File: src/logic/tmr_pkg.sv
package tmr_pkg;
    localparam int ADDR_W = 3;
    localparam int DATA_W = 8;

    localparam logic [2:0] OFF_CONTROL = 3'h0;
    localparam logic [2:0] OFF_PIN_CONTROL = 3'h1;
    localparam logic [2:0] OFF_MODE = 3'h2;
    localparam logic [2:0] OFF_PRESCALER = 3'h3;
    localparam logic [2:0] OFF_TIMER = 3'h4;

    // Control register fields
    localparam int START_COUNT_BIT = 0;
    localparam int FORCED_STOP_BIT = 1;
    localparam int LEVEL_STATUS_BIT = 2;
    // Pin control register fields
    localparam int EDGE_LEVEL_SELECT_BIT = 0;
    localparam int INPUT_PIN_SELECT_BIT = 1;
    localparam int OUTPUT_ENABLE_BIT = 2;
    localparam int FILTER_SELECT_LOW_BIT = 4;
    localparam int FILTER_SELECT_HIGH_BIT = 5;
    // Mode register fields
    localparam int MODE_LSB = 0;
    localparam int PULSE_START_LEVEL_BIT = 3;
    localparam int SOURCE_LSB = 4;

    localparam logic [7:0] PIN_CONTROL_RESET = 8'h00;
    localparam logic [7:0] MODE_RESET = 8'h01;
    localparam logic [7:0] PRESCALER_RESET = 8'hFF;
    localparam logic [7:0] TIMER_RESET = 8'hFF;

    // Filter sampling divider limits: one sample every limit+1 system clocks
    localparam logic [4:0] FILTER_DIV_FAST = 5'h00;
    localparam logic [4:0] FILTER_DIV_MID = 5'h07;
    localparam logic [4:0] FILTER_DIV_SLOW = 5'h1F;
    localparam logic [2:0] CLK_DIV2_MASK = 3'h1;
    localparam logic [2:0] CLK_DIV8_MASK = 3'h7;

    typedef enum logic [1:0] {
        MODE_EVENT = 2'b01,
        MODE_WIDTH = 2'b10
    } mode_t;

    typedef enum logic [2:0] {
        SRC_DIV1 = 3'h0,
        SRC_DIV2 = 3'h1,
        SRC_DIV8 = 3'h2,
        SRC_OSC = 3'h3,
        SRC_SUB32 = 3'h4
    } src_t;

    typedef struct packed {
        logic [1:0] filter_sel;
        logic output_enable;
        logic input_pin_select;
        logic edge_level_select;
    } pin_ctl_t;

    typedef struct packed {
        src_t source;
        logic pulse_start_level;
        mode_t mode;
    } mode_ctl_t;
endpackage

File: src/logic/input_conditioner.sv
`timescale 1ns/1ns
module input_conditioner (
    input wire logic clk_i,
    input wire logic rstn_i,
    input wire logic ce_i,
    input wire logic pin_i,
    input wire logic [1:0] filter_sel_i,
    output logic level_o
);
    logic sync1_reg;
    logic sync2_reg;
    logic [4:0] div_reg;
    logic [4:0] div_lim;
    logic [2:0] samp_reg;
    logic samp_tick;

    always_comb begin
        case (filter_sel_i)
            2'h1: div_lim = tmr_pkg::FILTER_DIV_FAST;
            2'h2: div_lim = tmr_pkg::FILTER_DIV_MID;
            default: div_lim = tmr_pkg::FILTER_DIV_SLOW;
        endcase
    end
    assign samp_tick = (div_reg >= div_lim);

    always_ff @(posedge clk_i) begin
        if (!rstn_i) begin
            sync1_reg <= 1'b0;
            sync2_reg <= 1'b0;
        end else if (ce_i) begin
            sync1_reg <= pin_i;
            sync2_reg <= sync1_reg;
        end
    end

    always_ff @(posedge clk_i) begin
        if (!rstn_i) begin
            div_reg <= 5'h00;
            samp_reg <= 3'h0;
        end else if (ce_i) begin
            div_reg <= samp_tick ? 5'h00 : div_reg + 5'h01;
            if (samp_tick) begin
                samp_reg <= {samp_reg[1:0], sync2_reg};
            end
        end
    end

    // Unless select is 0 (bypass), a level passes only after three equal samples
    always_ff @(posedge clk_i) begin
        if (!rstn_i) begin
            level_o <= 1'b0;
        end else if (ce_i) begin
            if (filter_sel_i == 2'h0) begin
                level_o <= sync2_reg;
            end else if (samp_reg == 3'h7) begin
                level_o <= 1'b1;
            end else if (samp_reg == 3'h0) begin
                level_o <= 1'b0;
            end
        end
    end
endmodule

File: src/logic/source_select.sv
`timescale 1ns/1ns
module source_select (
    input wire logic clk_i,
    input wire logic rstn_i,
    input wire logic ce_i,
    input wire tmr_pkg::src_t source_i,
    input wire logic onchip_osc_clk_i,
    input wire logic subclock_div32_i,
    output logic tick_o
);
    logic [2:0] div_reg;
    logic osc_d_reg;
    logic sub_d_reg;
    logic tick_next;

    always_comb begin
        case (source_i)
            tmr_pkg::SRC_DIV1: tick_next = 1'b1;
            tmr_pkg::SRC_DIV2:
                tick_next = (div_reg & tmr_pkg::CLK_DIV2_MASK) == 3'h0;
            tmr_pkg::SRC_DIV8:
                tick_next = (div_reg & tmr_pkg::CLK_DIV8_MASK) == 3'h0;
            tmr_pkg::SRC_OSC: tick_next = onchip_osc_clk_i && !osc_d_reg;
            tmr_pkg::SRC_SUB32: tick_next = subclock_div32_i && !sub_d_reg;
            default: tick_next = 1'b0;
        endcase
    end

    always_ff @(posedge clk_i) begin
        if (!rstn_i) begin
            div_reg <= 3'h0;
            osc_d_reg <= 1'b0;
            sub_d_reg <= 1'b0;
            tick_o <= 1'b0;
        end else if (ce_i) begin
            div_reg <= div_reg + 3'h1;
            osc_d_reg <= onchip_osc_clk_i;
            sub_d_reg <= subclock_div32_i;
            tick_o <= tick_next;
        end
    end
endmodule

File: src/logic/event_count_pulse_width_timer.sv
// What this block does
// - Event mode counts edges of the input pin
// - Decrement; reload on underflow and continue
// - Ratio 1/(n+1)(m+1), prescaler clocks timer
// - Writing start bit 1 starts counting
// - Writing start bit 0 halts counting
// - Writing forced stop bit 1 stops counting
// - Timer underflow raises interrupt in both modes
// - Reads return current prescaler and timer counts
// - Stopped write loads reload and counter
// - Running write loads reload, counter later
// - Edge select picks active edge in event mode
// - Pin select chooses one of two pins
// - Output pin toggles on underflow in event mode when enabled
// - Mode write sets output pin start level
// - Filter field bypasses or picks sampling rate
// - Width mode uses one of five clocks
// - Width mode counts only at selected level
// - Edge select picks measured level in width mode
// - End of measured level raises interrupt
// - Input pin also serves as external interrupt
// - Prescaler takes written value on count source
// - Timer takes written value on prescaler underflow
`timescale 1ns/1ns
module event_count_pulse_width_timer (
    input wire logic clk_i,
    input wire logic rstn_i,
    input wire logic ce_i,
    input wire logic [2:0] addr_i,
    input wire logic [7:0] wdata_i,
    input wire logic we_i,
    input wire logic re_i,
    output logic [7:0] rdata_o,
    input wire logic alt_input_pin_a_i,
    input wire logic alt_input_pin_b_i,
    input wire logic onchip_osc_clk_i,
    input wire logic subclock_div32_i,
    output logic secondary_output_pin_o,
    output logic external_interrupt_one_o,
    output logic timer_irq_o
);
    logic run_reg;
    tmr_pkg::pin_ctl_t pin_ctl_reg;
    tmr_pkg::mode_ctl_t mode_reg;
    logic [7:0] pre_reload_reg;
    logic [7:0] pre_cnt_reg;
    logic pre_pend_reg;
    logic [7:0] tmr_reload_reg;
    logic [7:0] tmr_cnt_reg;
    logic tmr_pend_reg;
    logic level_d_reg;
    logic timer_io_pin;
    logic level;
    logic src_tick;
    logic is_event;
    logic is_width;
    logic active_edge;
    logic level_ok;
    logic width_end;
    logic tick;
    logic pre_uf;
    logic tmr_uf;
    logic wr_ctrl;
    logic wr_pin;
    logic wr_mode;
    logic wr_pre;
    logic wr_tmr;

    assign wr_ctrl = we_i && addr_i == tmr_pkg::OFF_CONTROL;
    assign wr_pin = we_i && addr_i == tmr_pkg::OFF_PIN_CONTROL;
    assign wr_mode = we_i && addr_i == tmr_pkg::OFF_MODE;
    assign wr_pre = we_i && addr_i == tmr_pkg::OFF_PRESCALER;
    assign wr_tmr = we_i && addr_i == tmr_pkg::OFF_TIMER;

    // Pin choice
    assign timer_io_pin = pin_ctl_reg.input_pin_select ?
        alt_input_pin_b_i : alt_input_pin_a_i;

    input_conditioner u_cond (
        .clk_i(clk_i),
        .rstn_i(rstn_i),
        .ce_i(ce_i),
        .pin_i(timer_io_pin),
        .filter_sel_i(pin_ctl_reg.filter_sel),
        .level_o(level)
    );

    source_select u_src (
        .clk_i(clk_i),
        .rstn_i(rstn_i),
        .ce_i(ce_i),
        .source_i(mode_reg.source),
        .onchip_osc_clk_i(onchip_osc_clk_i),
        .subclock_div32_i(subclock_div32_i),
        .tick_o(src_tick)
    );

    assign is_event = mode_reg.mode == tmr_pkg::MODE_EVENT;
    assign is_width = mode_reg.mode == tmr_pkg::MODE_WIDTH;

    // Rising edge when select is 0, falling when 1
    assign active_edge = pin_ctl_reg.edge_level_select ?
        (level_d_reg && !level) : (level && !level_d_reg);
    // High period when select is 0, low when 1
    assign level_ok = level != pin_ctl_reg.edge_level_select;
    // Leaving the measured level ends the period
    assign width_end = is_width && run_reg &&
        (level_d_reg != pin_ctl_reg.edge_level_select) && !level_ok;

    assign tick = run_reg && ce_i &&
        ((is_event && active_edge) || (is_width && src_tick && level_ok));
    // A pending reload uses the tick instead of counting
    assign pre_uf = tick && !pre_pend_reg && pre_cnt_reg == 8'h00;
    assign tmr_uf = pre_uf && !tmr_pend_reg && tmr_cnt_reg == 8'h00;

    always_ff @(posedge clk_i) begin
        if (!rstn_i) begin
            level_d_reg <= 1'b0;
        end else if (ce_i) begin
            level_d_reg <= level;
        end
    end

    always_ff @(posedge clk_i) begin
        if (!rstn_i) begin
            run_reg <= 1'b0;
        end else if (ce_i && wr_ctrl) begin
            // Forced stop overrides a start in the same write
            run_reg <= wdata_i[tmr_pkg::START_COUNT_BIT] &&
                !wdata_i[tmr_pkg::FORCED_STOP_BIT];
        end
    end

    always_ff @(posedge clk_i) begin
        if (!rstn_i) begin
            pin_ctl_reg <= tmr_pkg::pin_ctl_t'(tmr_pkg::PIN_CONTROL_RESET);
        end else if (ce_i && wr_pin) begin
            pin_ctl_reg.edge_level_select <=
                wdata_i[tmr_pkg::EDGE_LEVEL_SELECT_BIT];
            pin_ctl_reg.input_pin_select <=
                wdata_i[tmr_pkg::INPUT_PIN_SELECT_BIT];
            pin_ctl_reg.output_enable <= wdata_i[tmr_pkg::OUTPUT_ENABLE_BIT];
            pin_ctl_reg.filter_sel <= wdata_i[tmr_pkg::FILTER_SELECT_HIGH_BIT:
                tmr_pkg::FILTER_SELECT_LOW_BIT];
        end
    end

    always_ff @(posedge clk_i) begin
        if (!rstn_i) begin
            mode_reg <= tmr_pkg::mode_ctl_t'(tmr_pkg::MODE_RESET);
        end else if (ce_i && wr_mode) begin
            // Unknown mode codes fall back to event counting
            if (wdata_i[tmr_pkg::MODE_LSB +: 2] == 2'b10) begin
                mode_reg.mode <= tmr_pkg::MODE_WIDTH;
            end else begin
                mode_reg.mode <= tmr_pkg::MODE_EVENT;
            end
            mode_reg.pulse_start_level <=
                wdata_i[tmr_pkg::PULSE_START_LEVEL_BIT];
            mode_reg.source <=
                tmr_pkg::src_t'(wdata_i[tmr_pkg::SOURCE_LSB +: 3]);
        end
    end

    // Prescaler stage
    always_ff @(posedge clk_i) begin
        if (!rstn_i) begin
            pre_reload_reg <= tmr_pkg::PRESCALER_RESET;
            pre_cnt_reg <= tmr_pkg::PRESCALER_RESET;
            pre_pend_reg <= 1'b0;
        end else if (ce_i) begin
            if (wr_pre) begin
                pre_reload_reg <= wdata_i;
            end
            if (wr_pre && !run_reg) begin
                pre_cnt_reg <= wdata_i;
                pre_pend_reg <= 1'b0;
            end else if (wr_pre) begin
                // A tick in the write cycle still counts the old value
                pre_pend_reg <= 1'b1;
                if (tick && (pre_pend_reg || pre_cnt_reg == 8'h00)) begin
                    pre_cnt_reg <= pre_reload_reg;
                end else if (tick) begin
                    pre_cnt_reg <= pre_cnt_reg - 8'h01;
                end
            end else if (tick) begin
                pre_pend_reg <= 1'b0;
                if (pre_pend_reg || pre_cnt_reg == 8'h00) begin
                    pre_cnt_reg <= pre_reload_reg;
                end else begin
                    pre_cnt_reg <= pre_cnt_reg - 8'h01;
                end
            end
        end
    end

    // Timer stage, clocked by prescaler underflow
    always_ff @(posedge clk_i) begin
        if (!rstn_i) begin
            tmr_reload_reg <= tmr_pkg::TIMER_RESET;
            tmr_cnt_reg <= tmr_pkg::TIMER_RESET;
            tmr_pend_reg <= 1'b0;
        end else if (ce_i) begin
            if (wr_tmr) begin
                tmr_reload_reg <= wdata_i;
            end
            if (wr_tmr && !run_reg) begin
                tmr_cnt_reg <= wdata_i;
                tmr_pend_reg <= 1'b0;
            end else if (wr_tmr) begin
                tmr_pend_reg <= 1'b1;
                if (pre_uf && (tmr_pend_reg || tmr_cnt_reg == 8'h00)) begin
                    tmr_cnt_reg <= tmr_reload_reg;
                end else if (pre_uf) begin
                    tmr_cnt_reg <= tmr_cnt_reg - 8'h01;
                end
            end else if (pre_uf) begin
                tmr_pend_reg <= 1'b0;
                if (tmr_pend_reg || tmr_cnt_reg == 8'h00) begin
                    tmr_cnt_reg <= tmr_reload_reg;
                end else begin
                    tmr_cnt_reg <= tmr_cnt_reg - 8'h01;
                end
            end
        end
    end

    always_ff @(posedge clk_i) begin
        if (!rstn_i) begin
            timer_irq_o <= 1'b0;
        end else if (ce_i) begin
            timer_irq_o <= tmr_uf || width_end;
        end
    end

    // Pin level stays visible as an interrupt input
    always_ff @(posedge clk_i) begin
        if (!rstn_i) begin
            external_interrupt_one_o <= 1'b0;
        end else if (ce_i) begin
            external_interrupt_one_o <= level;
        end
    end

    always_ff @(posedge clk_i) begin
        if (!rstn_i) begin
            secondary_output_pin_o <= 1'b0;
        end else if (ce_i) begin
            if (wr_mode) begin
                secondary_output_pin_o <=
                    wdata_i[tmr_pkg::PULSE_START_LEVEL_BIT];
            end else if (tmr_uf && is_event && pin_ctl_reg.output_enable) begin
                secondary_output_pin_o <= !secondary_output_pin_o;
            end
        end
    end

    // Read data stands only in the cycle after the strobe
    always_ff @(posedge clk_i) begin
        if (!rstn_i) begin
            rdata_o <= 8'h00;
        end else if (ce_i) begin
            rdata_o <= 8'h00;
            if (re_i) begin
                case (addr_i)
                    tmr_pkg::OFF_CONTROL: begin
                        rdata_o[tmr_pkg::START_COUNT_BIT] <= run_reg;
                        rdata_o[tmr_pkg::LEVEL_STATUS_BIT] <= level;
                    end
                    tmr_pkg::OFF_PIN_CONTROL: begin
                        rdata_o[tmr_pkg::EDGE_LEVEL_SELECT_BIT] <=
                            pin_ctl_reg.edge_level_select;
                        rdata_o[tmr_pkg::INPUT_PIN_SELECT_BIT] <=
                            pin_ctl_reg.input_pin_select;
                        rdata_o[tmr_pkg::OUTPUT_ENABLE_BIT] <=
                            pin_ctl_reg.output_enable;
                        rdata_o[tmr_pkg::FILTER_SELECT_HIGH_BIT:
                            tmr_pkg::FILTER_SELECT_LOW_BIT] <=
                            pin_ctl_reg.filter_sel;
                    end
                    tmr_pkg::OFF_MODE: begin
                        rdata_o[tmr_pkg::MODE_LSB +: 2] <= mode_reg.mode;
                        rdata_o[tmr_pkg::PULSE_START_LEVEL_BIT] <=
                            mode_reg.pulse_start_level;
                        rdata_o[tmr_pkg::SOURCE_LSB +: 3] <= mode_reg.source;
                    end
                    tmr_pkg::OFF_PRESCALER: rdata_o <= pre_cnt_reg;
                    tmr_pkg::OFF_TIMER: rdata_o <= tmr_cnt_reg;
                    default: rdata_o <= 8'h00;
                endcase
            end
        end
    end
endmodule

File: config.mk
export PLATFORM = sky130hd
export DESIGN_NAME = event_count_pulse_width_timer
export DESIGN_NICKNAME = d
export VERILOG_FILES = /design/src/logic/tmr_pkg.sv /design/src/logic/input_conditioner.sv /design/src/logic/source_select.sv /design/src/logic/event_count_pulse_width_timer.sv
export SDC_FILE = /design/constraint.sdc
export NUM_CORES = 1
export LEC_CHECK = 0
export ABC_AREA = 1
export BUFFER_PORTS_ARGS = -buffer_cell sky130_fd_sc_hd__buf_4
export CAP_MARGIN = 5
export CELL_PAD_IN_SITES_DETAIL_PLACEMENT = 1
export CELL_PAD_IN_SITES_GLOBAL_PLACEMENT = 2
export CORE_UTILIZATION = 37
export CTS_CLUSTER_SIZE = 16
export DETAILED_ROUTE_END_ITERATION = 8
export GPL_ROUTABILITY_DRIVEN = 0
export PLACE_DENSITY_LB_ADDON = 0.1
export SLEW_MARGIN = 20
export SYNTH_ARGS = -nofsm -noshare
export SYNTH_HDL_FRONTEND = slang
export SYNTH_HIERARCHICAL = 1
export SYNTH_SLANG_ARGS = --single-unit
File: constraint.sdc
create_clock -name clk_i -period 5.2 [get_ports clk_i]
set_input_delay 0.26 -clock clk_i [delete_from_list [all_inputs] [get_ports clk_i]]
set_output_delay 0.26 -clock clk_i [all_outputs]
set_load 0.02 [all_outputs]
# Word-level counts from Yosys, hierarchy flattened
# Cells that the tools add are included.
# word_totals
ff_bits	74
latch_bits	0
ramBits	0
rom_bits	0
input_bits	20
output_inout_bits	11
word_cells	153
mem_count	0
# classes
addsub	4
mul	0
div	0
magnitude_cmp	1
eq_ne	16
shifts	0
mux	37
n_bitwise	0
n_reduce_logical	68
# ops
cell	count
$mux W8	13
$logic_and A1 B1 Y1	31
$logic_not A8 Y1	2
$sub A8 B1 Y8 const B	2
$logic_not A3 Y1	5
$reduce_bool A3 Y1	5
$reduce_and A2 Y1	7
$mux W1	13
$eq A3 B2 Y1 const B	4
$logic_not A1 Y1	10
$pmux W1 S5	2
$pmux W5 S2	1
$eq A3 B3 Y1 const B	3
$pmux W1 S4	2
$pmux W2 S4	1
$eq A2 B2 Y1 const B	3
$eq A3 B1 Y1 const B	2
$pmux W1 S3	2
$reduce_and A3 Y1	2
$add A5 B1 Y5 const B	1
$ge A5 B5 Y1	1
$mux W5	1
$eq A2 B1 Y1 const B	2
$logic_or A1 B1 Y1	4
6 further kinds	7

# Depth between registers and ports, before layout
# Gate-level depths: netlist of the first run.
# logic_depth
ltp_word	14
mapped_depth	14
mapped_depth_nobuf	14

# Hierarchy
# Netlist of the first run, hierarchy kept.
# modules_own_cells
mod	instances	cells_per_inst	area_each_um2	seq_area_each_um2
event_count_pulse_width_timer	1	557	3636.0	1141.1
input_conditioner	1	84	631.9	220.2
source_select	1	44	299.0	120.1

# Worst setup path before layout of the first run
# No wires, ideal clock.
# synth_path
path_kind	register -> register
start	reg pin_ctl_reg[3] (netlist bit)
end	reg u_cond.samp_reg[0]
setup_ps	115
arrival_time_ps	1552
t_required_ps	5085
setup_slack_ps	3533
path_stages_with_launch	10
n_path_buf	0
synth_period_minus_slack_ps	1667
cell_sequence	dfxtp_1 -> inv_1 -> ha_1 -> ha_1 -> nand2_1 -> nand2_1 -> a21oi_1 -> nand2_2 -> a21oi_1 -> nor2_1
# synth_via
elab_chain_len	4
word_cells_on_any_way	5
classes_between	order compare (1); eq/ne (2); mux (1); reduce/logical (1)
# synth_rtl
item	line_no	source
from (decl)	event_count_pulse_width_timer.sv:43	tmr_pkg::pin_ctl_t pin_ctl_reg;
from (signal assigned)	event_count_pulse_width_timer.sv:136	pin_ctl_reg <= tmr_pkg::pin_ctl_t'(tmr_pkg::PIN_CONTROL_RESET);
$eq A2 B2 Y1 or $eq A2 B1 Y1 (tied branches)	input_conditioner.sv:18	case (filter_sel_i)
$pmux W5 S2 *	input_conditioner.sv:18	
$ge A5 B5 Y1 *	input_conditioner.sv:24	assign samp_tick = (div_reg >= div_lim);
$reduce_and A2 Y1 (no line) *	-	
to (signal assigned)	input_conditioner.sv:43	samp_reg <= {samp_reg[1:0], sync2_reg};
to (decl)	input_conditioner.sv:14	logic [2:0] samp_reg;
# Every way passes the cells marked *; elsewhere a longest branch is shown, timed or not.
# A chain may end at the register's enable or synchronous reset.

# Worst setup path in the final report of the first run
# layout_path
start	reg pre_cnt_reg[0]
end	reg pre_cnt_reg[5]
# layout_via
elab_chain_len	6
word_cells_on_any_way	12
classes_between	add/sub (1); mux (6); reduce/logical (5)
# layout_rtl
item	line_no	source
from (decl)	event_count_pulse_width_timer.sv:46	logic [7:0] pre_cnt_reg;
from (signal assigned)	event_count_pulse_width_timer.sv:169	pre_cnt_reg <= tmr_pkg::PRESCALER_RESET;
from (signal assigned)	event_count_pulse_width_timer.sv:176	pre_cnt_reg <= wdata_i;
from (signal assigned)	event_count_pulse_width_timer.sv:182	pre_cnt_reg <= pre_reload_reg;
parallel branches: the longest is 6 deep, another holds $sub A8 B1 Y8	-	
# Several ways; the timed one is not identified. The select of a mux whose other input is x is not followed.

==> flow_summary.yaml, run 1 <==
logic_synthesis:
  synth_seq_cells: 74
  synth-edff-count: 0
  ys_types: 48
  yosys_warnings: 6
  synthTopCellsByCount: "nand2_1, inv_1, dfxtp_1"
  synth_area_sq_um: 4570
  synth_area_leaders: "dfxtp_1, nand2_1, inv_1, a21oi_1, nor2_1"
  synthFlopType: "dfxtp_1"
  syn-num-nets: 719
  synth.top_cell.area_share_pct: 32.4
  yosys.area.top_type: "dfxtp_1"
  synth_most_common_cell: "nand2_1"
  avgSynthCellArea_sq_um: 6.67
  syn_inst: 685
  seq_area_frac_synth_pct: 32.4
  async_flop_share_pct: 0
layout:
  drive_gt1_share_pct: 13.0
  design_area_sq_um: 5200
  fillers: 1572
  area_growth_pct: 13.9
  instances_no_fill: 864
  num-nets-final: 746
  antenna_cells: 0
die:
  coreArea_sq_um: 12000
  dieHeight_microns: 113
  die-area_sq_um: 12800
  rows: 40
  num_io_pins: 31
  die_w_microns: 113
  initial_utilization_pct: 38.0
cts:
  htree_levels: 3
  cts.sinks: 74
  root_buffer: "clkbuf_16"
  numCtsBuffers: 9
  cts.clk_slew.worst_paths_ns: 0.06
  cts.repair.resized: 0
  cts_tree: "built"
  cts_buffer_depth: 2
  clock_latency_ns: 0.34
  cts_setup_buffers: 0
  holdBufCountCts: 0
detailed_routing:
  dr.pass1.iters: 4
  drc: 0
  ant_nets: 0
  vias: 4555
  post_drt_wl_per_cell_microns: 16.8
  totalWireLength_microns: 14500
  avgViaCountPerCell: 5.27
  first_iter_violations: 205
worst_setup_path:
  cp_slowest_cell: "dfxtp_1"
  required_ns: 5.44
  path_delay_family: "simple AND/OR/NAND/NOR gates"
  rr_startpoint: "pre_cnt_reg[0]$_SDFFE_PN1P_"
  crit_type: "reg -> reg"
  cp-end-kind: "flip-flop"
  reg2reg_to: "pre_cnt_reg[5]$_SDFFE_PN1P_"
  path_max_fanout: 7
  crit_arrival_ns: 2.22
  r2r_cells: 13
  path_depth: 13
  worstSetupStartpointType: "flip-flop"
  r2r_setup_slack_ns: 3.22
  cpPeakStageDelay_ns: 0.31
  cp_common_cell: "nand2_1"
  cp_num_buf_inv: 2
  startpoint: "pre_cnt_reg[0]$_SDFFE_PN1P_"
  crit_end: "pre_cnt_reg[5]$_SDFFE_PN1P_"
  path_cells: "inv_1, ha_1, nand2_1, nor2_1, nand2_2, nand2_4, inv_4, nor2_4, nand2_1, nand3_1, nand2_1, nand2_1, nand2_1"
placed_design:
  dp_hpwl_microns: 10900
  place_area_sq_um: 4890
  portBuffers: 30
  place_inst: 848
power:
  leakage_nw: 2.45
  ir_drop_v: 0.000133
  power.density_nw_per_um2: 267
grt:
  gr-total-overflow: 0
  antenna_found_initial: 0
  grt_max_degree: 45
  grt_pass1_vias: 4660
  grt.total_usage_pct: 24.5
  grt_pass1_wl_microns: 24000
timing:
  timing.final.crit_period_ns: 1.98
  worst_pin_slew_ns: 1.01
  finalCritPeriodShare_pct: 38.1
  final.setup.tns_ns: 0
  rsz0062_at_grt: "false"
  relSlewSlack_pct: 32.1
  skew_ns: 0.00660
  maxSlewViolCount: 0
  fmax_ghz: 0.505
  setup_viol: 0
  hold_violations: 0
min_path:
  hold_class: "in -> reg"
  worstHoldPathCells: 3
run:
  max_cap_violations: 0
run_status:
  status: "complete, no violations"
[per-stage QoR]
step	util, %	power (mW)	setup slack (ns)	hold slack (ns)
finish	43.3	1.39	3.22	0.155
global route	43.3	1.45	3.02	0.173
CTS	43.3	1.40	3.21	0.148
detailed placement	40.8	0.748	3.01	0.462
global placement	40.8	0.742	3.17	0.454
floorplan	-	0.691	3.53	0.349
[routing by layer]
| metal | part of all wire (%) | GRT usage, % | wire (microns) |
|---|---|---|---|
| met3 | 2.7 | 3.64 | 394 |
| met4 | 2.2 | 8.86 | 314 |
| met1 | 48 | 31.6 | 6900 |
| met2 | 47 | 41.3 | 6860 |
| met5 | 0 | 0 | 0 |
[cells by family after synthesis]
group / synth area share (%)
AOI/OAI and AO/OA: 17.8
xor gates and xnor gates: 2.88
adders and majority gates: 3.84
buffers and inverters: 10.2
DFF: 32.4
muxes: 0.219
and+or+nand+nor: 32.6
[layout by cell type, fill, tap and decap left out, types with 2 or more instances in the layout]
cell type   count
o211ai_1       10
nor2_2          2
inv_2          13
nor2_4          5
o2111ai_1       2
clkbuf_8        2
nand2_1       169
nand2_2        13
a21boi_0        2
nand3_4         2
o21ai_1         7
a22oi_1         3
ha_1           14
clkbuf_16       9
buf_4          30
nand4_1         9
nor2_1         68
xor2_1         14
o221ai_1        2
nand3_2         2
clkinv_1        2
nor3_1          4
inv_1          86
o21ai_0        39
o22ai_1         7
nand2_4         3
nand3_1        44
dfxtp_1        74
a21oi_1        58
clkinvlp_4      2
[how the worst min path moves through the flow]
stage                                startpoint                              to  slack, ns
floorplan                                  ce_i    u_src/osc_d_reg$_SDFFE_PN0P_       0.35
global placement    tmr_cnt_reg[1]$_SDFFE_PN1P_     tmr_cnt_reg[1]$_SDFFE_PN1P_       0.45
detailed placement      rdata_o[0]$_SDFFE_PN0P_         rdata_o[0]$_SDFFE_PN0P_       0.46
CTS                                  wdata_i[6]  pre_reload_reg[6]$_SDFFE_PN1P_       0.15
global route                         wdata_i[6]  tmr_reload_reg[6]$_SDFFE_PN1P_       0.17
finish                               wdata_i[5]  tmr_reload_reg[5]$_SDFFE_PN1P_       0.16
[cell type report]
class                           count  area [sq um]  area share (%)
Clock inverter                      4          50.0           0.962
Inverter                          102           385            7.41
Sequential cell                    74          1480            28.5
Tap cell                          147           184            3.54
Multi-Input combinational cell    495          2620            50.3
Clock buffer                       12           256            4.93
Timing Repair Buffer               30           225            4.33
[where the power goes]
part	switching, mW	total (mW)	internal (mW)
clock network	0.258	0.656	0.397
logic	0.0911	0.138	0.0466
registers	0.0129	0.596	0.584
total	0.362	1.39	1.03
[worst reg2reg max path, stage by stage (launching register included)]
cell and delay (ns):
dfxtp_1 0.31, inv_1 0.19, ha_1 0.23, nand2_1 0.06
nor2_1 0.13, nand2_2 0.13, nand2_4 0.15, inv_4 0.08
nor2_4 0.20, nand2_1 0.08, nand3_1 0.08, nand2_1 0.10
nand2_1 0.08, nand2_1 0.05
(Power assumes the default switching activity.)
==> run 2: changes to the inputs <==
- CORE_UTILIZATION: 37 -> 34
- clock period: 5.2 -> 2 ns (I/O delays scaled with it)
==> flow_summary.yaml, run 2 (synthesis gave the netlist of run 1 again) <==
cts:
  numCtsBuffers: 9
  htree_levels: 3
  holdBufCountCts: 0
  cts.sinks: 74
  cts_setup_buffers: 0
  cts_tree: "built"
  root_buffer: "clkbuf_16"
  clock_latency_ns: 0.35
  cts_buffer_depth: 2
  cts.clk_slew.worst_paths_ns: 0.06
timing:
  hold_violations: 0
  skew_ns: 0.00392
  rsz0062_at_grt: "false"
  maxSlewViolCount: 0
  setup_viol: 0
  worst_pin_slew_ns: 0.715
  finalWorstSetupSlack_ns: 0.164
  fmax_ghz: 0.545
  finalCritPeriodShare_pct: 91.8
  relSlewSlack_pct: 52.0
  final.setup.tns_ns: 0
  timing.final.crit_period_ns: 1.84
grt:
  gr-total-overflow: 0
  grt.total_usage_pct: 22.7
  grt_pass1_vias: 4695
  grt_pass1_wl_microns: 24500
  grt_max_degree: 44
  antenna_found_initial: 0
detailed_routing:
  ant_nets: 0
  first_iter_violations: 209
  totalWireLength_microns: 15000
  post_drt_wl_per_cell_microns: 16.7
  drc: 0
  vias: 4611
  dr.pass1.iters: 4
  avgViaCountPerCell: 5.13
layout:
  layout_commonest_cell: "nand2_1"
  layout.area.seq_sq_um: 1480
  multi_input_area_sq_um: 2630
  antenna_cells: 0
  area_growth_pct: 16.0
  num-nets-final: 757
  drive_gt1_share_pct: 14.6
  mostFrequentLayoutCells: "nand2_1, inv_1, dfxtp_1"
  fillers: 1696
power:
  power_frac_seq_pct: 44.0
  switchingPower_mw: 0.925
  p_int_mw: 2.60
  leakage_nw: 2.49
  combPwrFrac_pct: 10.6
  ir_drop_v: 0.000428
  p_sw_share_pct: 26.3
  power.density_nw_per_um2: 665
  clockPowerShare_pct: 45.3
die:
  dieHeight_microns: 118
  die_w_microns: 118
  rows: 41
  initial_utilization_pct: 35.5
  coreArea_sq_um: 12900
  die-area_sq_um: 13900
  num_io_pins: 31
min_path:
  hold_class: "in -> reg"
worst_setup_path:
  path_delay_family: "simple AND/OR/NAND/NOR gates"
  crit_type: "reg -> reg"
  path_max_fanout: 14
  required_ns: 2.29
  cp_num_buf_inv: 1
  cp_slowest_cell: "o21bai_4"
  cp-end-kind: "flip-flop"
  cpPeakStageDelay_ns: 0.41
  crit_arrival_ns: 2.12
  path_cells: "inv_1, ha_1, nand3_1, o21bai_4, nand3_4, nand2_1, nand3_1, nand2_1, nand2_1, nand2_1"
  cp_common_cell: "nand2_1"
  worstSetupStartpointType: "flip-flop"
run_status:
  status: "complete, no violations"
run:
  max_cap_violations: 0
placed_design:
  place_ws_ns: 0.118
  dp_hpwl_microns: 11400
  portBuffers: 30
run 2: tightest hold or removal path, delay by kind of cell:
| kind | cells | cell delay [ns] |
|---|---|---|
| compound gates | 2 | 0.12 |
| buf+inv | 1 | 0.10 |
run 2: worst paths after layout:
| path | from | to | slack, ns | depth (start not counted) |
|---|---|---|---|---|
| max | tmr_cnt_reg[1]$_SDFFE_PN1P_ | tmr_cnt_reg[6]$_SDFFE_PN1P_ | 0.16 | 10 |
| max reg2reg | tmr_cnt_reg[1]$_SDFFE_PN1P_ | tmr_cnt_reg[6]$_SDFFE_PN1P_ | 0.16 | 10 |
| min reg2reg | tmr_cnt_reg[1]$_SDFFE_PN1P_ | tmr_cnt_reg[1]$_SDFFE_PN1P_ | 0.46 | 2 |
| min | wdata_i[5] | tmr_reload_reg[5]$_SDFFE_PN1P_ | 0.01 | 3 |
run 2: per-layer routing:
layer  part of all wire, %  wire (microns)  vias to the layer above  track usage [%]
met2                    47            7020                       82             37.9
li1                      -               -                     2308                -
met3                   3.6             533                       27             4.75
met5                     0               0                        -                0
met4                   2.2             335                        0             7.21
met1                    47            7080                     2194             29.1
run 2: final cells by class:
class	count	share of cell area, %
Clock buffer	11	4.39
Clock inverter	3	0.803
Inverter	102	7.27
Multi-Input combinational cell	495	49.7
Sequential cell	74	28.0
Tap cell	172	4.06
Timing Repair Buffer	41	5.81
run 2: stage by stage:
stage               utilization (%)  power [mW]  hold slack [ns]  cell area (sq um)  instances
global route                   41.2        3.67           0.0173               5300        898
global placement               38.9        1.94            0.348               5010        884
floorplan                         -        1.80            0.189               4570        685
CTS                            41.0        3.56          0.00151               5280        898
detailed placement             38.9        1.96            0.360               5010        884
finish                         41.2        3.52           0.0127               5300        898
run 2: what timing repair did:
| item | CTS | global route |
|---|---|---|
| resized for setup | 0 | 6 |
| hold endpoints to repair | 0 | 0 |
| setup endpoints to repair | 0 | 17 |
run 2: power groups by stage:
stage                     Clock, mW  Sequential (mW)  Combinational (mW)
after floorplan                   0             1.58               0.215
after global placement            0             1.58               0.362
after detailed placement          0             1.58               0.374
after CTS                      1.63             1.55               0.376
after global routing           1.69             1.56               0.419
final                          1.60             1.55               0.375
==> run 3: changes to the inputs <==
==> constraint.sdc (replaced) <==
create_clock -name clk_i -period 2 [get_ports clk_i]
set_input_delay 0.1 -clock clk_i [delete_from_list [all_inputs] [get_ports clk_i]]
set_output_delay 0.1 -clock clk_i [all_outputs]
set_load 0.1 [all_outputs]
==> flow_summary.yaml, run 3 (synthesis gave the netlist of run 1 again) <==
die:
  rows: 41
  num_io_pins: 31
  die-area_sq_um: 13900
  die_w_microns: 118
  initial_utilization_pct: 35.5
  dieHeight_microns: 118
  coreArea_sq_um: 12900
grt:
  antenna_found_initial: 0
  grt_pass1_vias: 4754
  grt_max_degree: 44
  grt.total_usage_pct: 22.9
  grt_pass1_wl_microns: 24700
  gr-total-overflow: 0
timing:
  worst_pin_slew_ns: 0.708
  final.setup.tns_ns: 0
  fmax_ghz: 0.535
  skew_ns: 0.00767
  finalCritPeriodShare_pct: 93.5
  holdWs_ns: 0.0258
  relSlewSlack_pct: 52.5
  timing.final.crit_period_ns: 1.87
  maxSlewViolCount: 0
  rsz0062_at_grt: "false"
  setup_viol: 0
  hold_violations: 0
worst_setup_path:
  worstSetupStartpointType: "flip-flop"
  crit_arrival_ns: 2.16
  cp-end-kind: "flip-flop"
  reg2reg_to: "tmr_cnt_reg[1]$_SDFFE_PN1P_"
  crit_type: "reg -> reg"
  path_max_fanout: 8
  required_ns: 2.29
  r2r_cells: 10
  r2r_setup_slack_ns: 0.13
  rr_startpoint: "pre_cnt_reg[3]$_SDFFE_PN1P_"
power:
  ir_drop_v: 0.000378
  combPwrFrac_pct: 12.0
  power.density_nw_per_um2: 659
  leakage_nw: 2.49
  clockPowerShare_pct: 43.6
  switchingPower_mw: 0.984
  p_int_mw: 2.51
  p_sw_share_pct: 28.2
  power_frac_seq_pct: 44.4
layout:
  fillers: 1661
  design_area_sq_um: 5300
  instances_no_fill: 900
  area_growth_pct: 16.0
  drive_gt1_share_pct: 14.4
  mostFrequentLayoutCells: "nand2_1, inv_1, dfxtp_1"
  layout_commonest_cell: "nand2_1"
  num-nets-final: 759
  antenna_cells: 0
detailed_routing:
  drc: 0
  avgViaCountPerCell: 5.09
  vias: 4581
  post_drt_wl_per_cell_microns: 16.5
  dr.pass1.iters: 5
  ant_nets: 0
  totalWireLength_microns: 14800
  first_iter_violations: 258
min_path:
  hold_class: "in -> reg"
  whs_endpoint: "u_src/osc_d_reg$_SDFFE_PN0P_"
  hold_path.startpoint: "onchip_osc_clk_i"
  worstHoldPathCells: 3
cts:
  cts.clk_slew.worst_paths_ns: 0.06
  numCtsBuffers: 9
  cts_setup_buffers: 0
  htree_levels: 3
  cts_buffer_depth: 2
  clock_latency_ns: 0.35
  cts.sinks: 74
  root_buffer: "clkbuf_16"
  cts_tree: "built"
placed_design:
  dp_hpwl_microns: 11400
  place_area_sq_um: 5000
  portBuffers: 30
  place_inst: 883
run:
  max_cap_violations: 0
run_status:
  status: "complete, no violations"
==> run 3: cell count changes in the layout (fill, tap and decap cells not counted) <==
cell / delta
dlygate4sd3_1: +3
a21oi_1: +1
a21oi_2: -1
buf_4: -1
bufinv_16: -1
clkbuf_1: -1
clkbuf_8: +1
clkinv_2: +1
dfxtp_1: -1
dfxtp_2: +1
nor3b_1: +1
nor3b_2: -1
==> run 3: timing repair <==
action / in CTS / in global routing
resized for setup: 0 / 4
endpoints found under the setup margin: 0 / 23
endpoints found under the hold margin: 4 / 0
hold buffers: 3 / 0
==> run 3: worst max path at each step <==
stage	start	to	cells after the start
2_1_floorplan	external_interrupt_one_o$_SDFFE_PN0P_	pre_cnt_reg[4]$_SDFFE_PN1P_	9
3_3_place_gp	pin_ctl_reg[3]$_SDFFE_PN0P_	u_cond/div_reg[3]$_SDFFE_PN0P_	10
3_5_place_dp	pre_cnt_reg[0]$_SDFFE_PN1P_	tmr_cnt_reg[5]$_SDFFE_PN1P_	12
4_1_cts	pre_cnt_reg[0]$_SDFFE_PN1P_	tmr_cnt_reg[5]$_SDFFE_PN1P_	12
5_1_grt	pre_cnt_reg[0]$_SDFFE_PN1P_	tmr_cnt_reg[1]$_SDFFE_PN1P_	12
6_report	pre_cnt_reg[3]$_SDFFE_PN1P_	tmr_cnt_reg[1]$_SDFFE_PN1P_	10
==> run 3: critical path, stage by stage (launching register included) <==
cell,delay [ns]
dfxtp_1,0.31
inv_2,0.16
nand2_2,0.11
nor2_1,0.21
nor3b_1,0.39
nand3_4,0.20
nand2_1,0.11
nand3_1,0.08
nand2_1,0.10
nand2_1,0.08
nand2_1,0.06
==> run 3: routing by layer <==
layer / up-vias / track usage, % / share of wire [%]
met5: - / 0 / 0
met4: 0 / 8.17 / 1.9
met3: 16 / 4.94 / 3.8
met2: 88 / 38.1 / 48
met1: 2183 / 28.9 / 47
li1: 2294 / - / -
==> run 3: through the flow <==
stage	setup WS, ns	util, %	power (mW)
after floorplan	0.270	-	1.84
after global placement	0.174	38.8	1.99
after detailed placement	0.106	38.8	2.00
after CTS	0.0863	41.1	3.53
after global routing	0.00474	41.2	3.63
final	0.131	41.2	3.49
==> run 3: power groups by stage <==
stage / Clock [mW] / Sequential, mW / Combinational (mW)
3_5_place_dp: 0 / 1.58 / 0.414
4_1_cts: 1.56 / 1.55 / 0.420
3_3_place_gp: 0 / 1.58 / 0.404
5_1_grt: 1.61 / 1.56 / 0.466
2_1_floorplan: 0 / 1.62 / 0.215
6_report: 1.52 / 1.55 / 0.418
==> run 3: area by class of cell <==
| cell class | count | area (sq um) | share of cell area, % |
|---|---|---|---|
| well taps | 172 | 215 | 4.06 |
| flip-flops and latches | 74 | 1480 | 28.0 |
| repair buffers | 43 | 330 | 6.23 |
| clock inverters | 3 | 17.5 | 0.331 |
| multi-input cells | 495 | 2620 | 49.5 |
| clock buffers | 11 | 243 | 4.58 |
| inverters | 102 | 385 | 7.27 |
